--- src/hw/aspr_pkg.sv ---
// Purpose: shared constants and types for the serial port block
// Assumes: one 250 MHz system clock, synchronous active-low reset
// Notes: receive timing works on a 16x oversampled tick
package aspr_pkg;
  localparam int OVERSAMPLE = 16;
  localparam logic [3:0] MID_TICK = 4'h7;
  localparam logic [3:0] LAST_TICK = 4'hf;
  localparam logic [3:0] DATA_BITS = 4'h8;
  localparam logic [15:0] DIV_RESET = 16'h0001;
  localparam logic [1:0] PAR_NONE = 2'h0;
  localparam logic [1:0] PAR_ODD = 2'h1;
  localparam logic [1:0] PAR_EVEN = 2'h2;

  typedef enum logic [2:0] {
    ST_IDLE = 3'b000,
    ST_START = 3'b001,
    ST_DATA = 3'b010,
    ST_PARITY = 3'b011,
    ST_STOP = 3'b100
  } aspr_state_t;
endpackage

--- src/hw/aspr_tick_gen.sv ---
// Purpose: oversampled tick divider for the serial port
// Assumes: divisor of zero behaves as one
// Notes: tick is a one-cycle enable pulse
`timescale 1ns/100ps
module aspr_tick_gen (
  // clock and reset
  input wire logic sysClk,
  input wire logic rst_n,
  // divider control
  input wire logic [15:0] divisor,
  output logic tick
);
  typedef struct packed {
    logic [15:0] count;
    logic tick;
  } aspr_tick_t;

  aspr_tick_t st;
  aspr_tick_t next_st;

  always_comb begin
    next_st = st;
    next_st.tick = 1'b0;
    if (st.count + 16'h0001 >= divisor) begin
      next_st.count = 16'h0000;
      next_st.tick = 1'b1;
    end else begin
      next_st.count = st.count + 16'h0001;
    end
  end

  always_ff @(posedge sysClk) begin
    if (!rst_n) begin
      st <= '0;
    end else begin
      st <= next_st;
    end
  end

  assign tick = st.tick;
endmodule

--- src/hw/aspr_serial_port.sv ---
// Purpose: asynchronous character transmitter and receiver with rts/cts
// Assumes: rxLine, ctsIn and controls synchronous to sys_clk
// Notes: bit period is divisor * 16 system clocks
//
// How it works
// frame is start, eight data bits lsb first, optional parity, stop
// receiver times from start edge and samples every bit mid-period
// transmitter holds line high one full bit after data or parity
// idle transmitter keeps its line at mark level
// both ends share one bit rate; divisor sets it here
// with flow control, request-to-send rises while data waits
// with flow control, sending starts only while clear-to-send is high
// without flow control, sending ignores all control lines
// half duplex: no transmit start while a receive is in progress
// full duplex: transmit and receive run independently
// parity makes ones count odd or even; none sends no bit
// unread character overwritten by new one raises overrun
// low stop sample reports framing error
// bit period from programmable divider, receiver on oversampled tick
`timescale 1ns/100ps
module aspr_serial_port (
  // clock and reset
  input wire logic sys_clk,
  input wire logic rst_n,
  // configuration
  input wire logic [15:0] divisor,
  input wire logic [1:0] parityMode,
  input wire logic flowEnable,
  input wire logic halfDuplex,
  // transmit request
  input wire logic txValid,
  input wire logic [7:0] txData,
  output logic txReady,
  // receive data
  output logic [7:0] rxData,
  output logic rxAvail,
  input wire logic rxTake,
  output logic overrunErr,
  output logic framingErr,
  output logic parityErr,
  // line
  output logic txLine,
  input wire logic rxLine,
  output logic rtsOut,
  input wire logic ctsIn
);
  typedef struct packed {
    aspr_pkg::aspr_state_t txState;
    logic [3:0] txTick;
    logic [3:0] txBit;
    logic [7:0] txShift;
    logic txPar;
    logic txLine;
    logic txReady;
    logic [7:0] txHold;
    logic txPend;
    logic rts;
    aspr_pkg::aspr_state_t rxState;
    logic [3:0] rxTick;
    logic [3:0] rxBit;
    logic [7:0] rxShift;
    logic rxPar;
    logic rxPrev;
    logic [7:0] rxData;
    logic rxAvail;
    logic overrun;
    logic framing;
    logic parity;
  } aspr_port_t;

  aspr_port_t st;
  aspr_port_t next_st;
  logic tick;

  // oversampled tick from the programmable divider
  aspr_tick_gen u_aspr_tick_gen (
    .sysClk(sys_clk),
    .rst_n(rst_n),
    .divisor(divisor),
    .tick(tick)
  );

  // odd parity bit for a byte; even is its inverse
  function automatic logic parityBit(input logic [7:0] d,
                                     input logic [1:0] mode);
    parityBit = (mode == aspr_pkg::PAR_ODD) ? ~^d : ^d;
  endfunction

  logic rxBusy;
  logic canSend;
  always_comb begin
    rxBusy = (st.rxState != aspr_pkg::ST_IDLE);
    canSend = (!flowEnable || ctsIn)
            && !(halfDuplex && rxBusy);
  end

  always_comb begin
    next_st = st;
    // ----------------------------------------
    // transmit side
    // ----------------------------------------
    if (txValid && st.txReady) begin
      next_st.txHold = txData;
      next_st.txPend = 1'b1;
      next_st.txReady = 1'b0;
    end
    next_st.rts = flowEnable && (st.txPend ||
                  st.txState != aspr_pkg::ST_IDLE);
    if (tick) begin
      next_st.txTick = st.txTick + 4'h1;
      case (st.txState)
        aspr_pkg::ST_IDLE: begin
          next_st.txLine = 1'b1;
          if (st.txPend && canSend && st.txTick == aspr_pkg::LAST_TICK) begin
            next_st.txState = aspr_pkg::ST_START;
            next_st.txShift = st.txHold;
            next_st.txPar = parityBit(st.txHold, parityMode);
            next_st.txPend = 1'b0;
            next_st.txReady = 1'b1;
            next_st.txLine = 1'b0;
            next_st.txBit = 4'h0;
          end
        end
        aspr_pkg::ST_START: begin
          if (st.txTick == aspr_pkg::LAST_TICK) begin
            next_st.txState = aspr_pkg::ST_DATA;
            next_st.txLine = st.txShift[0];
            next_st.txShift = {1'b0, st.txShift[7:1]};
            next_st.txBit = 4'h1;
          end
        end
        aspr_pkg::ST_DATA: begin
          if (st.txTick == aspr_pkg::LAST_TICK) begin
            if (st.txBit == aspr_pkg::DATA_BITS) begin
              if (parityMode != aspr_pkg::PAR_NONE) begin
                next_st.txState = aspr_pkg::ST_PARITY;
                next_st.txLine = st.txPar;
              end else begin
                next_st.txState = aspr_pkg::ST_STOP;
                next_st.txLine = 1'b1;
              end
            end else begin
              next_st.txLine = st.txShift[0];
              next_st.txShift = {1'b0, st.txShift[7:1]};
              next_st.txBit = st.txBit + 4'h1;
            end
          end
        end
        aspr_pkg::ST_PARITY: begin
          if (st.txTick == aspr_pkg::LAST_TICK) begin
            next_st.txState = aspr_pkg::ST_STOP;
            next_st.txLine = 1'b1;
          end
        end
        aspr_pkg::ST_STOP: begin
          // a full bit of mark before idle can start the next frame
          if (st.txTick == aspr_pkg::LAST_TICK) begin
            next_st.txState = aspr_pkg::ST_IDLE;
          end
        end
        default: next_st.txState = aspr_pkg::ST_IDLE;
      endcase
    end
    // ----------------------------------------
    // receive side
    // ----------------------------------------
    if (rxTake) begin
      next_st.rxAvail = 1'b0;
    end
    if (tick) begin
      next_st.rxPrev = rxLine;
      next_st.rxTick = st.rxTick + 4'h1;
      case (st.rxState)
        aspr_pkg::ST_IDLE: begin
          if (st.rxPrev && !rxLine) begin
            next_st.rxState = aspr_pkg::ST_START;
            next_st.rxTick = 4'h0;
          end
        end
        aspr_pkg::ST_START: begin
          if (st.rxTick == aspr_pkg::MID_TICK) begin
            next_st.rxTick = 4'h0;
            next_st.rxBit = 4'h0;
            // a glitch shorter than half a bit is dropped
            next_st.rxState = rxLine ? aspr_pkg::ST_IDLE
                                     : aspr_pkg::ST_DATA;
          end
        end
        aspr_pkg::ST_DATA: begin
          if (st.rxTick == aspr_pkg::LAST_TICK) begin
            next_st.rxShift = {rxLine, st.rxShift[7:1]};
            next_st.rxBit = st.rxBit + 4'h1;
            if (st.rxBit == aspr_pkg::DATA_BITS - 4'h1) begin
              next_st.rxState = (parityMode != aspr_pkg::PAR_NONE)
                              ? aspr_pkg::ST_PARITY : aspr_pkg::ST_STOP;
            end
          end
        end
        aspr_pkg::ST_PARITY: begin
          if (st.rxTick == aspr_pkg::LAST_TICK) begin
            next_st.rxPar = rxLine;
            next_st.rxState = aspr_pkg::ST_STOP;
          end
        end
        aspr_pkg::ST_STOP: begin
          if (st.rxTick == aspr_pkg::LAST_TICK) begin
            next_st.rxState = aspr_pkg::ST_IDLE;
            next_st.rxData = st.rxShift;
            next_st.rxAvail = 1'b1;
            next_st.overrun = st.rxAvail && !rxTake;
            next_st.framing = !rxLine;
            next_st.parity = (parityMode != aspr_pkg::PAR_NONE) &&
              (st.rxPar != parityBit(st.rxShift, parityMode));
          end
        end
        default: next_st.rxState = aspr_pkg::ST_IDLE;
      endcase
    end
  end

  always_ff @(posedge sys_clk) begin
    if (!rst_n) begin
      st <= '0;
      st.txLine <= 1'b1;
      st.txReady <= 1'b1;
      st.rxPrev <= 1'b1;
    end else begin
      st <= next_st;
    end
  end

  assign txLine = st.txLine;
  assign txReady = st.txReady;
  assign rtsOut = st.rts;
  assign rxData = st.rxData;
  assign rxAvail = st.rxAvail;
  assign overrunErr = st.overrun;
  assign framingErr = st.framing;
  assign parityErr = st.parity;

  // ----------------------------------------
  // checks
  // ----------------------------------------
  AST_IDLE_MARK: assert property (@(posedge sys_clk) disable iff (!rst_n)
    $past(st.txState) == aspr_pkg::ST_IDLE && st.txState ==
    aspr_pkg::ST_IDLE |-> txLine) else $error("idle line not mark");
  AST_START_LOW: assert property (@(posedge sys_clk) disable iff (!rst_n)
    st.txState == aspr_pkg::ST_START |-> !txLine)
    else $error("start bit not low");
  AST_STOP_HIGH: assert property (@(posedge sys_clk) disable iff (!rst_n)
    st.txState == aspr_pkg::ST_STOP |-> txLine)
    else $error("stop bit not high");
  AST_CTS_GATE: assert property (@(posedge sys_clk) disable iff (!rst_n)
    $rose(st.txState == aspr_pkg::ST_START) |-> $past(!flowEnable || ctsIn))
    else $error("sent without clear-to-send");
  AST_HALF_DUPLEX: assert property (@(posedge sys_clk) disable iff (!rst_n)
    $rose(st.txState == aspr_pkg::ST_START) && $past(halfDuplex) |->
    $past(st.rxState) == aspr_pkg::ST_IDLE)
    else $error("transmit began during receive");
  AST_RTS_PEND: assert property (@(posedge sys_clk) disable iff (!rst_n)
    st.txPend && flowEnable |=> rtsOut)
    else $error("request-to-send missing");
  AST_NO_RTS: assert property (@(posedge sys_clk) disable iff (!rst_n)
    !flowEnable |=> !rtsOut) else $error("rts without flow control");
  AST_FRAMING: assert property (@(posedge sys_clk) disable iff (!rst_n)
    tick && st.rxState == aspr_pkg::ST_STOP && st.rxTick ==
    aspr_pkg::LAST_TICK |=> framingErr == !$past(rxLine) && rxAvail)
    else $error("framing flag wrong");
  AST_OVERRUN: assert property (@(posedge sys_clk) disable iff (!rst_n)
    tick && st.rxState == aspr_pkg::ST_STOP && st.rxTick ==
    aspr_pkg::LAST_TICK && st.rxAvail && !rxTake |=> overrunErr)
    else $error("overrun not flagged");
endmodule

--- config.mk ---
export PLATFORM = sky130hd
export DESIGN_NAME = aspr_serial_port
export DESIGN_NICKNAME = d
export VERILOG_FILES = /design/src/hw/aspr_pkg.sv /design/src/hw/aspr_tick_gen.sv /design/src/hw/aspr_serial_port.sv
export SDC_FILE = /design/constraint.sdc
export NUM_CORES = 1
export LEC_CHECK = 0
export ABC_AREA = 1
export BUFFER_PORTS_ARGS = -buffer_cell sky130_fd_sc_hd__buf_2
export CORE_ASPECT_RATIO = 0.75
export CORE_MARGIN = 2
export CORE_UTILIZATION = 59
export DETAILED_ROUTE_END_ITERATION = 12
export HOLD_SLACK_MARGIN = 0.12
export PLACE_DENSITY_LB_ADDON = 0.25
export SYNTH_ARGS = -nofsm -noshare
export SYNTH_HDL_FRONTEND = slang
export SYNTH_SLANG_ARGS = --single-unit
--- constraint.sdc ---
create_clock -name sys_clk -period 2.9 [get_ports sys_clk]
set_input_delay 0.87 -clock sys_clk [delete_from_list [all_inputs] [get_ports sys_clk]]
set_output_delay 0.87 -clock sys_clk [all_outputs]
set_load 0.005 [all_outputs]
==> reports/results.tsv, run 1 <==
metric	value	unit
cp_num_cells	19	
fin_skew	6.87	ps
synth_commonest_cells	108 x inv_1, 105 x nand2_1, 82 x dfxtp_1	
vias_per_cell	5.29	
use_met2	37.9	%
drt-total-wl	10200	um
start_util	62.0	%
fill_cells	578	
cts-root-buf	clkbuf_8	
peakVddDrop	310	uV
worstSetupStartpointType	flip-flop	
grt_usage	25.0	%
crit_family	simple AND/OR/NAND/NOR gates	
drc	0	
nets	735	
top_usage_layer	met2	
place_ws	46.1	ps
cts.sinks	82	
die_area	8020	um^2
tightest_slew	570	ps
synth.largest_area_cell	dfxtp_1	
layout-drive-gt1-share	14.9	%
regToRegStartpoint	u_aspr_tick_gen.st[2]	
final_cell_area	4930	um^2
synth-async-reset-ratio	0	%
dpl_cell_area	4600	um^2
path_clk_slew	80	ps
maxCapViolations	0	
met1_usage	36.2	%
vias	4139	
holdWs	467	ps
dp.cells	759	
maxSlewViolCount	0	
yosysSeqAreaShare	38.0	%
criticalPathCategory	flip-flop to flip-flop	
fin_crit_sh	100	%
h-tree-depth	3	
fp-row-count	26	
cts_hold_buf	0	
wire_per_inst	13.0	um
synth_edf_count	0	
worst_path_max_delay_cell	dfxtp_2	
overflow	0	
netlist_top_cells_area	dfxtp_1 38%, inv_1 9.4%, nand2_1 9.1%	
drtPass1Iterations	7	
stdcell_count	782	
setup_viol	0	
critPathMaxFanout	8	
worst-path-buf-inv	5	
port_buffers	48	
required	3140	ps
drt_iter0_drc	279	
cts_buffers	9	
hpwl	7120	um
ys_warn_count	0	
maxSlewHeadroom	61.8	%
startpoint	u_aspr_tick_gen.st[2]	
power.leakage	2.46	nW
worstHoldPathType	flip-flop to flip-flop	
antenna-diode-count	0	
cp_data_arrival_time	3140	ps
crit_chain	ha_4 -> nand3_4 -> nor2_4 -> inv_2 -> nor2_4 -> nand2_2 -> inv_2 -> nand3_2 -> xor2_2 -> inv_1 -> ha_1 -> nand2_1 -> inv_1 -> nand3_2 -> nor3_4 -> nand3_1 -> nand4_1 -> clkbuf_16 -> nor2_1	
timing.final.ws_setup	1.02	ps
seq_area	1650	um^2
die_h	78.1	um
clockBufferDepth	2	
p_per_area	415	nW/um^2
synthDistinctLibCells	27	
multi_input_area	2220	um^2
grt_pass1_vias	3678	
crit_end	u_aspr_tick_gen.st[4]	
globalplace.congestion	0.899	
avgSynthCellArea	6.84	um^2
status	finished clean	
met3_usage	5.61	%
fmax	345	MHz
die_w	103	um
ys.flop_type	dfxtp_1	
regMostFlops	st	
r2r_setup_slack	1	ps
r2r-end	u_aspr_tick_gen.st[4]	
min_path_cells	2	
max_stage_delay	370	ps
fin_crit	2900	ps
syn_to_final_growth	14.2	%
synth_top_area_share	38.0	%
pin_count	49	
grt_max_degree	42	
hold_violations	0	
ys_ff_latch	82	
rr_worst_depth	19	
endpoint_kind	flip-flop	
coreArea	6960	um^2
clk_latency	350	ps
fin_total_pwr	2.04	mW
largest_reg_flops	50	
grt_antenna_before_repair	0	
synth_nets	687	
grt_pass1_wl	16000	um
tritoncts	built	
synth_cells	631	
ant_nets	0	
yosysMostFrequentCell	inv_1	
synth_area	4320	um^2
==> report_power, final <==
group | internal [mW] | switching [mW] | leakage [nW] | total, mW
sequential | 1.14 | 0.0135 | 0.665 | 1.15
clock | 0.312 | 0.414 | 0.0827 | 0.726
combinational | 0.0713 | 0.0931 | 1.71 | 0.164
total | 1.52 | 0.521 | 2.46 | 2.04
==> cells by family after synthesis <==
| family | share of synthesized area, % |
|---|---|
| flip-flops | 38.0 |
| buffers and inverters | 12.4 |
| AO/OA/AOI/OAI | 15.9 |
| XOR/XNOR | 3.25 |
| AND/OR/NAND/NOR | 24.0 |
| adder cells (fa/ha/maj) | 6.38 |
==> how the worst min path moves through the flow <==
stage | start | endpoint
finish | st[53] | st[53]
global route | st[53] | st[53]
CTS | st[53] | st[53]
detailed placement | st[53] | st[53]
global placement | u_aspr_tick_gen.st[1] | u_aspr_tick_gen.st[1]
floorplan | st[45] | st[45]
==> cells in the final DEF (no fill, tap or decap), types with 2 or more instances in the layout <==
cell type   count
inv_1         106
nand2_1       104
dfxtp_1        78
nor2_1         74
a21oi_1        64
o21ai_0        60
buf_2          48
nand3_1        35
ha_1           21
xor2_1         11
clkbuf_8        9
buf_4           9
nand4_1         6
nor3_1          5
o211ai_1        5
or2_2           4
xnor2_1         4
dfxtp_2         4
nand3_2         3
inv_2           3
nand2_2         3
nor2_4          2
o21ai_1         2
and3_1          2
nor2_2          2
clkinvlp_4      2
clkinv_2        2
==> layout make-up <==
class / count / area share (%)
clock buffer: 10 / 2.59
clock inverter: 6 / 0.863
inverter: 110 / 8.38
multi-input combinational: 417 / 45.1
sequential: 82 / 33.4
tap: 98 / 2.49
timing repair buffer: 59 / 7.16
==> worst reg2reg max path, stage by stage, from the launching register on <==
cell       delay, ps
dfxtp_2          370
ha_4             170
nand3_4          100
nor2_4           130
inv_2             50
nor2_4           110
nand2_2          100
inv_2             80
nand3_2           80
xor2_2           160
inv_1             60
ha_1             260
nand2_1           60
inv_1             80
nand3_2          100
nor3_4           210
nand3_1          110
nand4_1          270
clkbuf_16        220
nor2_1            40
==> timing repair <==
action / in CTS / in global routing
endpoints found under the setup margin: 0 / 17
setup buffers: 0 / 6
gates resized for setup: 0 / 25
==> metrics by stage <==
step                      TNS [ps]  util (%)
after floorplan                  0         -
after global placement           0      66.0
after detailed placement         0      66.0
after CTS                        0      68.5
after global routing         -1960      70.8
final                            0      70.8
==> metal layers <==
metal / vias to the layer above / wire, um
li1: 2110 / -
met2: 169 / 4480
met5: - / 0
met4: 0 / 121
met1: 1847 / 4790
met3: 13 / 778
Power figures use the tool's default switching activity.
==> run 2: changes to the inputs <==
--- a/config.mk
+++ b/config.mk
@@ -9,7 +9,7 @@
 export BUFFER_PORTS_ARGS = -buffer_cell sky130_fd_sc_hd__buf_2
 export CORE_ASPECT_RATIO = 0.75
 export CORE_MARGIN = 2
-export CORE_UTILIZATION = 59
+export CORE_UTILIZATION = 40
 export DETAILED_ROUTE_END_ITERATION = 12
 export HOLD_SLACK_MARGIN = 0.12
 export PLACE_DENSITY_LB_ADDON = 0.25
==> run 2 against run 1 <==
Compared with the run above: die area increased by 45%; cell count rose by 4.6%; wire length down 3.5%; setup slack better by 140 ps; count of clock-buffer cells in the layout down 1; register-to-register slack improved by 140 ps; clock power is 57% higher; clock skew is 0.91 ps lower; non-clock buffer count fell by 2; largest cell class unchanged.
==> reports/results.tsv, run 2 (same netlist as run 1, synthesis figures left out) <==
metric	value	unit	change
grt_pass1_wl	16500	um	was 16000 um
crit_end	u_aspr_tick_gen.st[9]		was u_aspr_tick_gen.st[4]
hpwl	7200	um	was 7120 um
grt_max_degree	40		was 42
startpoint	u_aspr_tick_gen.st[2]		unchanged
rr_worst_depth	19		unchanged
cts.sinks	82		unchanged
fmax	362	MHz	was 345 MHz
drc	0		unchanged
status	finished clean		unchanged
tritoncts	built		unchanged
tightest_slew	594	ps	was 570 ps
cp_data_arrival_time	2990	ps	was 3140 ps
vias_per_cell	4.86		was 5.29
hold_violations	0		unchanged
crit_family	simple AND/OR/NAND/NOR gates		unchanged
crit_chain	ha_4 -> nand3_4 -> nor2_4 -> inv_2 -> nor2_4 -> nand2_2 -> inv_2 -> nand3_2 -> xor2_2 -> inv_1 -> ha_1 -> nand2_2 -> inv_1 -> nand3_2 -> nor3_2 -> nand2_1 -> nand4_1 -> clkbuf_16 -> nor2_1		was ha_4 -> nand3_4 -> nor2_4 -> inv_2 -> nor2_4 -> nand2_2 -> inv_2 -> nand3_2 -> xor2_2 -> inv_1 -> ha_1 -> nand2_1 -> inv_1 -> nand3_2 -> nor3_4 -> nand3_1 -> nand4_1 -> clkbuf_16 -> nor2_1
fin_crit_sh	95.2	%	was 100%
r2r_setup_slack	140	ps	was 1 ps
max_stage_delay	360	ps	was 370 ps
cts_hold_buf	0		unchanged
die_w	124	um	was 103 um
regToRegStartpoint	u_aspr_tick_gen.st[2]		unchanged
holdWs	462	ps	was 467 ps
regMostFlops	st		unchanged
setup_viol	0		unchanged
clk_latency	330	ps	was 350 ps
top_usage_layer	met2		unchanged
antenna-diode-count	0		unchanged
fin_skew	5.96	ps	was 6.87 ps
fin_total_pwr	2.45	mW	was 2.04 mW
cts-root-buf	clkbuf_16		was clkbuf_8
use_met2	28.1	%	was 37.9%
globalplace.congestion	0.810		was 0.899
ant_nets	0		unchanged
largest_reg_flops	50		unchanged
met1_usage	24.5	%	was 36.2%
pin_count	49		unchanged
start_util	41.5	%	was 62.0%
overflow	0		unchanged
coreArea	10400	um^2	was 6960 um^2
cts_buffers	9		unchanged
drt_iter0_drc	222		was 279
setup-tns-final	0	ps	unchanged
stdcell_count	818		was 782
fp-row-count	32		was 26
drt-total-wl	9800	um	was 10200 um
r2r-end	u_aspr_tick_gen.st[9]		was u_aspr_tick_gen.st[4]
endpoint_kind	flip-flop		unchanged
power.leakage	2.49	nW	was 2.46 nW
clockBufferDepth	2		unchanged
p_per_area	480	nW/um^2	was 415 nW/um^2
maxSlewViolCount	0		unchanged
fin_crit	2760	ps	was 2900 ps
maxCapViolations	0		unchanged
vias	3976		was 4139
die_h	94.0	um	was 78.1 um
grt_antenna_before_repair	0		unchanged
criticalPathCategory	flip-flop to flip-flop		unchanged
dp.cells	797		was 759
layout-drive-gt1-share	15.2	%	was 14.9%
grt_pass1_vias	3692		was 3678
layout_commonest_cell	inv_1		unchanged
met3_usage	3.70	%	was 5.61%
final_cell_mix	106 x inv_1, 103 x nand2_1, 79 x dfxtp_1, 71 x nor2_1, 64 x a21oi_1		was 106 x inv_1, 104 x nand2_1, 78 x dfxtp_1, 74 x nor2_1, 64 x a21oi_1
nets	733		was 735
syn_to_final_growth	18.2	%	was 14.2%
path_clk_slew	60	ps	was 80 ps
h-tree-depth	3		unchanged
worst_path_max_delay_cell	dfxtp_4		was dfxtp_2
maxSlewHeadroom	60.3	%	was 61.8%
die_area	11600	um^2	was 8020 um^2
port_buffers	48		unchanged
peakVddDrop	261	uV	was 310 uV
worstHoldPathType	flip-flop to flip-flop		unchanged
required	3120	ps	was 3140 ps
worst-path-buf-inv	5		unchanged
wire_per_inst	12.0	um	was 13.0 um
worstSetupStartpointType	flip-flop		unchanged
cp_num_cells	19		unchanged
drtPass1Iterations	4		was 7
critPathMaxFanout	8		unchanged
grt_usage	17.7	%	was 25.0%
run 2: layout make-up:
| class | instances | area [um^2] |
|---|---|---|
| fill | 1032 | 5310 |
| multi-input combinational | 417 | 2230 |
| sequential | 82 | 1650 |
| timing repair buffer | 57 | 338 |
| clock buffer | 9 | 225 |
| inverter | 110 | 413 |
| clock inverter | 7 | 78.8 |
| tap | 136 | 170 |
run 2: power by group:
part           internal (mW)  switching [mW]
clock network          0.672           0.467
logic                 0.0679          0.0877
registers               1.14          0.0130
run 2: metrics by stage:
step	cell area [um^2]	worst slack [ps]	util [%]
floorplan	4320	259	-
global placement	4640	198	44.6
detailed placement	4640	62.0	44.6
CTS	4950	48.9	47.5
global route	5100	-69.5	49.0
finish	5100	138	49.0
run 2: metal layers:
layer | share of wire (%) | routed length, um
met3 | 3.2 | 315
met4 | 0.47 | 46
met2 | 44 | 4350
met1 | 52 | 5090
met5 | 0 | 0
run 2: tightest hold or removal path: cells and delay by family (launching register included):
kind,cells,cell delay (ps)
buffers and inverters,1,60
AO/OA/AOI/OAI,1,50
flip-flops,1,300
run 2: what timing repair did:
item                                    4_1_cts  5_1_grt
setup buffers                                 0        4
gates resized for setup                       0       28
endpoints found under the setup margin        0       17
run 2: worst min path at each step:
stage	startpoint	end	slack [ps]	cells past startpoint
after CTS	st[53]	st[53]	460	2
after global routing	st[34]	st[34]	490	2
after floorplan	st[45]	st[45]	430	2
final	st[53]	st[53]	460	2
after global placement	u_aspr_tick_gen.st[1]	u_aspr_tick_gen.st[1]	440	1
after detailed placement	st[53]	st[53]	450	2
